===== config.mk =====
export PLATFORM = sky130hd
export DESIGN_NAME = buck_fault_supervisor
export DESIGN_NICKNAME = d
export VERILOG_FILES = /design/src/fault_sup_pkg.sv /design/src/flag_sync.sv /design/src/buck_fault_supervisor.sv
export SDC_FILE = /design/constraint.sdc
export NUM_CORES = 1
export LEC_CHECK = 0
export BUFFER_PORTS_ARGS = -buffer_cell sky130_fd_sc_hd__buf_2
export CORE_ASPECT_RATIO = 0.6
export CORE_MARGIN = 2
export CORE_UTILIZATION = 50
export DETAILED_ROUTE_END_ITERATION = 8
export GPL_TIMING_DRIVEN = 0
export PLACE_DENSITY = 0.7
export RECOVER_POWER = 50
export SLEW_MARGIN = 20
export SYNTH_ARGS = -nofsm -noshare
export SYNTH_HDL_FRONTEND = slang
export SYNTH_SLANG_ARGS = --single-unit

===== constraint.sdc =====
create_clock -name core_clk -period 2.5 [get_ports core_clk]
set_input_delay 0.375 -clock core_clk [delete_from_list [all_inputs] [get_ports core_clk]]
set_output_delay 0.375 -clock core_clk [all_outputs]
set_load 0.1 [all_outputs]

===== src/fault_sup_pkg.sv =====
/*
 Constants and types shared by the fault supervisor design files.
 Assumes a single switching-rate clock and comparator flags from the analog front end.
*/
package fault_sup_pkg;

   // ****************************************
   // Over-current cycle windows
   // ****************************************
   localparam int unsigned OC_SKIP_CYCLES  = 8;
   localparam int unsigned OC_WATCH_CYCLES = 8;
   localparam int unsigned OC_RESET_CYCLES = 16;
   localparam int unsigned OC_CNT_W        = 5;
   localparam logic [4:0]  OC_SKIP_END     = 5'(OC_SKIP_CYCLES);
   localparam logic [4:0]  OC_WATCH_END    = 5'(OC_SKIP_CYCLES + OC_WATCH_CYCLES);
   localparam logic [4:0]  OC_RESET_END    = 5'(OC_RESET_CYCLES);

   // ****************************************
   // Thresholds, for reference only
   // ****************************************
   localparam int unsigned OV_LIMIT_MV     = 1900;
   localparam int unsigned HOT_TRIP_DEGC   = 150;
   localparam int unsigned HOT_CLEAR_DEGC  = 125;

   // ****************************************
   // Synchroniser and reset values
   // ****************************************
   localparam int unsigned SYNC_STAGES     = 3;
   localparam int unsigned NUM_FLAGS       = 5;
   localparam logic [4:0]  FLAG_RESET      = 5'h00;
   localparam logic [4:0]  CNT_RESET       = 5'h00;

   // Flag positions in the synchronised vector
   localparam int unsigned FLAG_OC   = 0;
   localparam int unsigned FLAG_UV   = 1;
   localparam int unsigned FLAG_OV   = 2;
   localparam int unsigned FLAG_HOT  = 3;
   localparam int unsigned FLAG_COOL = 4;

   typedef enum logic [2:0] {
      ST_IDLE,
      ST_SOFTSTART,
      ST_RUN,
      ST_LATCHED,
      ST_THERMAL
   } sup_state_t;

   typedef enum logic [1:0] {
      OC_QUIET,
      OC_SKIP,
      OC_WATCH,
      OC_SETTLE
   } oc_state_t;

endpackage : fault_sup_pkg


===== src/flag_sync.sv =====
/*
 Three-stage synchroniser with agreement filter for a vector of comparator flags.
 Assumes inputs are asynchronous to core_clk; output changes once stages two and three agree.
*/
`timescale 1ns/100ps
`default_nettype none
module flag_sync
   import fault_sup_pkg::*;
(
   // Clock and reset
   input  wire logic                 core_clk,
   input  wire logic                 rst_b,
   // Flags
   input  wire logic [NUM_FLAGS-1:0] rawFlags,
   output var  logic [NUM_FLAGS-1:0] syncFlags
);
   import fault_sup_pkg::*;

   genvar i;
   generate
      for (i = 0; i < NUM_FLAGS; i++)
      begin : g_flag
         logic [SYNC_STAGES-1:0] stage_r;
         always_ff @(posedge core_clk or negedge rst_b)
         begin
            if (!rst_b)
               stage_r <= '0;
            else
               stage_r <= {stage_r[SYNC_STAGES-2:0], rawFlags[i]};
         end
         // Only the second and third stages are compared
         always_ff @(posedge core_clk or negedge rst_b)
         begin
            if (!rst_b)
               syncFlags[i] <= 1'b0;
            else if (stage_r[1] == stage_r[2])
               syncFlags[i] <= stage_r[2];
         end
      end
   endgenerate

endmodule : flag_sync
`default_nettype wire


===== src/buck_fault_supervisor.sv =====
/*
 Fault supervisor for a synchronous buck controller: over-current pulse skipping and latch,
 under-voltage and overload latch-off, non-latching over-voltage low-side force, thermal
 shutdown with soft-start restart, and the power-ok output.
 Assumes core_clk is the switching clock, comparator flags arrive asynchronously, and the
 PWM modulator and soft-start ramp live outside and report through plain ports.
*/
// Functional notes
// A sustained overload drops power ok and latches the whole controller off.
// The latch holds until supply cycling (reset) or an enable toggle clears it.
// An over-current trip starts pulse skipping; high-side stays off while current is high; the code holds it off in the quiet and skip states only.
// Skipping lasts eight switching cycles counted from the first comparator trip.
// A new trip in the eight cycles after the first eight latches the fault off.
// If current clears early, switching resumes and the logic resets sixteen cycles on.
// Output below the under-voltage threshold shuts the device down at once.
// Output above 1.9V forces the low-side gate high over normal control.
// The over-voltage force does not latch and releases as the output recovers.
// A die-temperature flag at 150C shuts the device down.
// Restart after thermal shutdown waits for below 125C and runs a full soft start.
// Comparator inputs are synchronised and sampled once per switching cycle.
// In any off state both gates are off except the over-voltage force; power ok is low.
`timescale 1ns/100ps
`default_nettype none
module buck_fault_supervisor
   import fault_sup_pkg::*;
(
   // Clock and reset
   input  wire logic core_clk,
   input  wire logic rst_b,
   // Enable pin
   input  wire logic enablePin,
   // Comparator flags from the analog front end
   input  wire logic overCurrentCmp,
   input  wire logic underVoltageCmp,
   input  wire logic overVoltageCmp,
   input  wire logic dieHotCmp,
   input  wire logic dieCoolCmp,
   input  wire logic sustainedOverloadCmp,
   // Soft-start and modulator status
   input  wire logic softStartDone,
   input  wire logic outputInReg,
   input  wire logic pwmHighReq,
   input  wire logic pwmLowReq,
   // Gate drive and status outputs
   output var  logic highGateOn,
   output var  logic lowGateOn,
   output var  logic softStartGo,
   output var  logic latchedOff,
   output var  logic thermalOff,
   output var  logic power_ok_output
);
   import fault_sup_pkg::*;

   // ****************************************
   // Input synchronisation
   // ****************************************
   logic [NUM_FLAGS-1:0] syncFlags;
   logic [2:0]           enSync_r;
   logic                 enLevel_r;
   logic                 olSync1_r;
   logic                 olSync2_r;
   logic                 olSync3_r;
   logic                 overload_r;

   flag_sync u_flag_sync
   (
      .core_clk  (core_clk),
      .rst_b     (rst_b),
      .rawFlags  ({dieCoolCmp, dieHotCmp, overVoltageCmp, underVoltageCmp, overCurrentCmp}),
      .syncFlags (syncFlags)
   );

   logic ocFlag;
   logic uvFlag;
   logic ovFlag;
   logic hotFlag;
   logic coolFlag;
   assign ocFlag   = syncFlags[FLAG_OC];
   assign uvFlag   = syncFlags[FLAG_UV];
   assign ovFlag   = syncFlags[FLAG_OV];
   assign hotFlag  = syncFlags[FLAG_HOT];
   assign coolFlag = syncFlags[FLAG_COOL];

   // Enable pin and overload flag use the same three-stage agreement filter
   always_ff @(posedge core_clk or negedge rst_b)
   begin
      if (!rst_b)
      begin
         enSync_r  <= 3'h0;
         enLevel_r <= 1'b0;
      end
      else
      begin
         enSync_r <= {enSync_r[1:0], enablePin};
         if (enSync_r[1] == enSync_r[2])
            enLevel_r <= enSync_r[2];
      end
   end

   always_ff @(posedge core_clk or negedge rst_b)
   begin
      if (!rst_b)
      begin
         olSync1_r  <= 1'b0;
         olSync2_r  <= 1'b0;
         olSync3_r  <= 1'b0;
         overload_r <= 1'b0;
      end
      else
      begin
         olSync1_r <= sustainedOverloadCmp;
         olSync2_r <= olSync1_r;
         olSync3_r <= olSync2_r;
         if (olSync2_r == olSync3_r)
            overload_r <= olSync3_r;
      end
   end

   // ****************************************
   // Over-current sequencer
   // ****************************************
   oc_state_t         ocState_r;
   logic [OC_CNT_W-1:0] ocCnt_r;
   logic              ocLatch;
   logic              ocSkip;
   logic              ocPrev_r;
   logic              ocRise;
   logic              running;

   assign ocRise = ocFlag && !ocPrev_r;

   always_ff @(posedge core_clk or negedge rst_b)
   begin
      if (!rst_b)
         ocPrev_r <= 1'b0;
      else
         ocPrev_r <= ocFlag;
   end

   // Count starts at the first trip; sampling is once per switching cycle
   always_ff @(posedge core_clk or negedge rst_b)
   begin
      if (!rst_b)
      begin
         ocState_r <= OC_QUIET;
         ocCnt_r   <= CNT_RESET;
      end
      else if (!running)
      begin
         ocState_r <= OC_QUIET;
         ocCnt_r   <= CNT_RESET;
      end
      else
      begin
         case (ocState_r)
            OC_QUIET:
            begin
               if (ocFlag)
               begin
                  ocState_r <= OC_SKIP;
                  ocCnt_r   <= 5'h01;
               end
            end
            OC_SKIP:
            begin
               ocCnt_r <= ocCnt_r + 5'h01;
               if (ocCnt_r == OC_SKIP_END)
                  // Still high at the end of the first window counts as a new trip
                  ocState_r <= OC_WATCH;
            end
            OC_WATCH:
            begin
               ocCnt_r <= ocCnt_r + 5'h01;
               if (ocCnt_r == OC_RESET_END)
               begin
                  ocState_r <= OC_QUIET;
                  ocCnt_r   <= CNT_RESET;
               end
            end
            default:
            begin
               ocState_r <= OC_QUIET;
               ocCnt_r   <= CNT_RESET;
            end
         endcase
      end
   end

   // Any trip in the second window latches; a level still high counts too
   assign ocLatch = running && (ocState_r == OC_WATCH) && ocFlag;
   // High side held off while current is above threshold in the quiet and skip states
   assign ocSkip  = ((ocState_r == OC_SKIP) || (ocState_r == OC_QUIET)) && ocFlag;

   // ****************************************
   // Top-level supervisor state
   // ****************************************
   sup_state_t supState_r;
   logic       enPrev_r;
   logic       enToggle;

   assign running  = (supState_r == ST_RUN) || (supState_r == ST_SOFTSTART);
   assign enToggle = enLevel_r && !enPrev_r;

   always_ff @(posedge core_clk or negedge rst_b)
   begin
      if (!rst_b)
         enPrev_r <= 1'b0;
      else
         enPrev_r <= enLevel_r;
   end

   always_ff @(posedge core_clk or negedge rst_b)
   begin
      if (!rst_b)
         supState_r <= ST_IDLE;
      else
      begin
         case (supState_r)
            ST_IDLE:
            begin
               if (enLevel_r && hotFlag)
                  supState_r <= ST_THERMAL;
               else if (enToggle)
                  supState_r <= ST_SOFTSTART;
            end
            ST_SOFTSTART, ST_RUN:
            begin
               if (!enLevel_r)
                  supState_r <= ST_IDLE;
               else if (hotFlag)
                  supState_r <= ST_THERMAL;
               else if (overload_r || uvFlag || ocLatch)
                  supState_r <= ST_LATCHED;
               else if (supState_r == ST_SOFTSTART && softStartDone)
                  supState_r <= ST_RUN;
            end
            ST_LATCHED:
            begin
               // Only an enable drop releases; a fresh rising edge then restarts
               if (!enLevel_r)
                  supState_r <= ST_IDLE;
            end
            ST_THERMAL:
            begin
               if (!enLevel_r)
                  supState_r <= ST_IDLE;
               else if (coolFlag && !hotFlag)
                  supState_r <= ST_SOFTSTART;
            end
            default:
               supState_r <= ST_IDLE;
         endcase
      end
   end

   // ****************************************
   // Gate drive and status outputs
   // ****************************************
   always_ff @(posedge core_clk or negedge rst_b)
   begin
      if (!rst_b)
      begin
         highGateOn <= 1'b0;
         lowGateOn  <= 1'b0;
      end
      else
      begin
         // Over-voltage forces low side in every state and never latches
         highGateOn <= running && !ovFlag && !ocSkip && pwmHighReq;
         lowGateOn  <= ovFlag || (running && pwmLowReq);
      end
   end

   always_ff @(posedge core_clk or negedge rst_b)
   begin
      if (!rst_b)
      begin
         softStartGo     <= 1'b0;
         latchedOff      <= 1'b0;
         thermalOff      <= 1'b0;
         power_ok_output <= 1'b0;
      end
      else
      begin
         softStartGo     <= (supState_r == ST_SOFTSTART);
         latchedOff      <= (supState_r == ST_LATCHED);
         thermalOff      <= (supState_r == ST_THERMAL);
         power_ok_output <= (supState_r == ST_RUN) && outputInReg && !overload_r;
      end
   end

endmodule : buck_fault_supervisor
`default_nettype wire


==> run_results.csv <==
group,metric,value,unit
clock_network,post_cts_buffers,0,
sta,fin_worst_skew,4.47,ps
worst_setup_path,worstPathRequired,2690,ps
place,dp_hpwl,1910,µm
routing,ant_nets,0,
worst_setup_path,cp_max_fo,10,
job,drv_cap,0,
worst_setup_path,ff2ff_setup_slack,590,ps
cells_and_area,syn_to_final_growth,15.5,%
cells_and_area,regArea,1130,µm²
logic_synthesis,synth_area_leaders,"dfrtp_1, maj3_1, o21ai_0",
global_routing,grt_use_met1,23.8,%
run_status,run_status,"complete, no violations",
clock_network,clock_sink_count,45,
global_routing,global_route.usage.met3,5.37,%
global_routing,antenna_found_initial,0,
power,max-vdd-ir-drop,0.470,mV
logic_synthesis,synth_nets,142,
logic_synthesis,synth_top_area_share,66.9,%
floorplan,die_area,3860,µm²
clock_network,cts_tree,"yes",
sta,worst_pin_slew,1050,ps
global_routing,grt_pass1_wl,5000,µm
worst_setup_path,start_kind,"flip-flop",
clock_network,cts_buffers,5,
clock_network,post_cts_resized,0,
place,place_ws,772,ps
logic_synthesis,netlist_instances,127,
logic_synthesis,ys_types,35,
power,p_per_area,1030,nW/µm²
cells_and_area,multi_input_area,533,µm²
global_routing,busiest_layer,"met2",
clock_network,clock_latency,300,ps
routing,drt_pass1_iterations,4,
global_routing,gr-total-overflow,0,
clock_network,root_buffer,"clkbuf_8",
logic_synthesis,synth_top_area_cell,"dfrtp_1",
floorplan,start_util,51.9,%
floorplan,ios,19,
power,power_leakage,0.883,nW
cells_and_area,fillers,282,
worst_setup_path,cp.arrival,2100,ps
worst_setup_path,crit_path_end_kind,"flip-flop",
sta,fmax,0.524,GHz
logic_synthesis,synth_area_per_cell,13.3,µm²
hold_path,hold_class,"input port to flip-flop",
clock_network,clockBufferDepth,2,
routing,vias,1047,
global_routing,use_met2,25.1,%
logic_synthesis,syn_area,1680,µm²
sta,hold_violations,0,
floorplan,core,3240,µm²
clock_network,hold_buffers,0,
global_routing,grt_max_degree,46,
sta,finalSetupViolCount,0,
routing,wl_per_cell,13.9,µm
place,io_buffers,18,
sta,slew-limit-headroom,30.3,%
sta,finalCritPeriodShare,76.4,%
cells_and_area,diodes,0,
global_routing,grt_pass1_vias,1100,
place,gp_congestion,0.857,
worst_setup_path,reg2reg_from,"supState_r[2]",
routing,routed_wl,2750,µm
cells_and_area,drive_gt1_share,20.9,%
worst_setup_path,cp-startpoint,"supState_r[2]",
sta,tns,0,ps
global_routing,track_usage,17.1,%
floorplan,die_h,48.9,µm
clock_network,htreeDepth,2,
worst_setup_path,r2r-end,"supState_r[0]",
logic_synthesis,yosys_warnings,0,
clock_network,clk_pin_slew,80,ps
sta,setup_slack,590,ps
worst_setup_path,reg2regPathDepth,6,
worst_setup_path,crit_path_end,"supState_r[0]",
sta,period_minus_slack,1910,ps
floorplan,core.rowCount,16,
routing,drc,0,
logic_synthesis,ys_seq_area_share,66.9,%
sta,rsz0062_at_grt,"false",
sta,slew_viol_final,0,
power,total_power,2.01,mW
logic_synthesis,synth_seq_cells,45,
routing,drt_iter0_drc,92,
worst_setup_path,crit_type,"flip-flop to flip-flop",
floorplan,fp.dieW,78.9,µm
hold_path,whs_path_depth,1,
cells_and_area,final_nets,167,
routing,vias_per_cell,5.29,
cells_and_area,fin_util,60.0,%
metrics by stage:
stage	hold slack, ps	cell area, µm²	instances
CTS	164	1950	198
global route	154	1940	198
global placement	332	1830	190
floorplan	79.4	1680	127
detailed placement	335	1830	190
finish	175	1940	198
where the power goes:
group	internal [mW]	switching (mW)
Combinational	0.181	0.371
Sequential	0.814	0.0859
Clock	0.305	0.254
flip-flops by register name, indices dropped and copies added, names as in the netlist, 2 cells and up:
register	count
ocState_r	2
supState_r	3
enSync_r	3
u_flag_sync.syncFlags	5
ocCnt_r	5
u_flag_sync.g_flag.stage_r	15
layout make-up:
class	instances	area share (%)
tap	45	2.90
multi-input combinational	76	27.4
inverter	5	0.965
clock buffer	5	3.54
timing repair buffer	18	4.63
sequential	45	57.9
clock inverter	3	2.45
buffer	1	0.193
critical path, cell delays in order (launching register included):
cell and delay (ps):
dfrtp_1 350, clkbuf_1 370, and3b_1 250, o21bai_1 160, a21oi_1 210, and2_4 190, mux2_4 290
cells by family (layout without fill, tap and decap cells):
group | after synthesis | after routing | synth area share (%)
AOI/OAI and AO/OA | 28 | 28 | 11.1
xor gates and xnor gates | 3 | 3 | 1.56
adders and majority gates | 9 | 9 | 5.65
buffers and inverters | 6 | 32 | 1.41
DFF | 45 | 45 | 66.9
muxes | 1 | 1 | 0.892
and+or+nand+nor | 35 | 35 | 12.5
how the worst min path moves through the flow:
stage / start / end
after floorplan: rst_b / enLevel_r
after global placement: enSync_r[0] / enSync_r[1]
after detailed placement: u_flag_sync.g_flag[3].stage_r[0] / u_flag_sync.g_flag[3].stage_r[1]
after CTS: underVoltageCmp / u_flag_sync.g_flag[1].stage_r[0]
after global routing: underVoltageCmp / u_flag_sync.g_flag[1].stage_r[0]
final: underVoltageCmp / u_flag_sync.g_flag[1].stage_r[0]
cell usage after synthesis:
cell,number
a2111oi_0,1
a211oi_1,2
a21o_1,4
a21oi_1,4
a2bb2oi_1,1
a31o_2,1
a32o_1,1
and2_4,1
and3_1,1
and3b_1,1
buf_2,1
dfrtp_1,45
ha_1,2
inv_1,5
maj3_1,7
mux2_4,1
nand2_1,5
nand2b_1,2
nand2b_2,1
nand3_1,2
nand4b_1,1
nor2_1,8
nor2b_1,5
nor3_1,2
nor4b_1,3
nor4b_2,1
o211ai_2,1
o21a_1,2
o21ai_0,8
o21ai_1,2
o21bai_1,1
or3_1,1
or3b_1,1
xnor2_1,2
xor2_1,1
layer usage:
| metal | vias to the layer above | wire length, µm |
|---|---|---|
| met4 | 0 | 36 |
| met5 | - | 0 |
| li1 | 500 | - |
| met1 | 512 | 1280 |
| met2 | 30 | 1290 |
| met3 | 5 | 143 |
cell usage in the layout, fill, tap and decap left out, types with 3 or more instances in the layout:
cell,n
o21ai_0,8
buf_2,17
inv_1,5
nor4b_1,3
maj3_1,7
a21oi_1,4
nor2_1,8
dfrtp_1,45
nand2_1,5
clkbuf_8,5
a21o_1,4
nor2b_1,5
(Power assumes the default switching activity.)
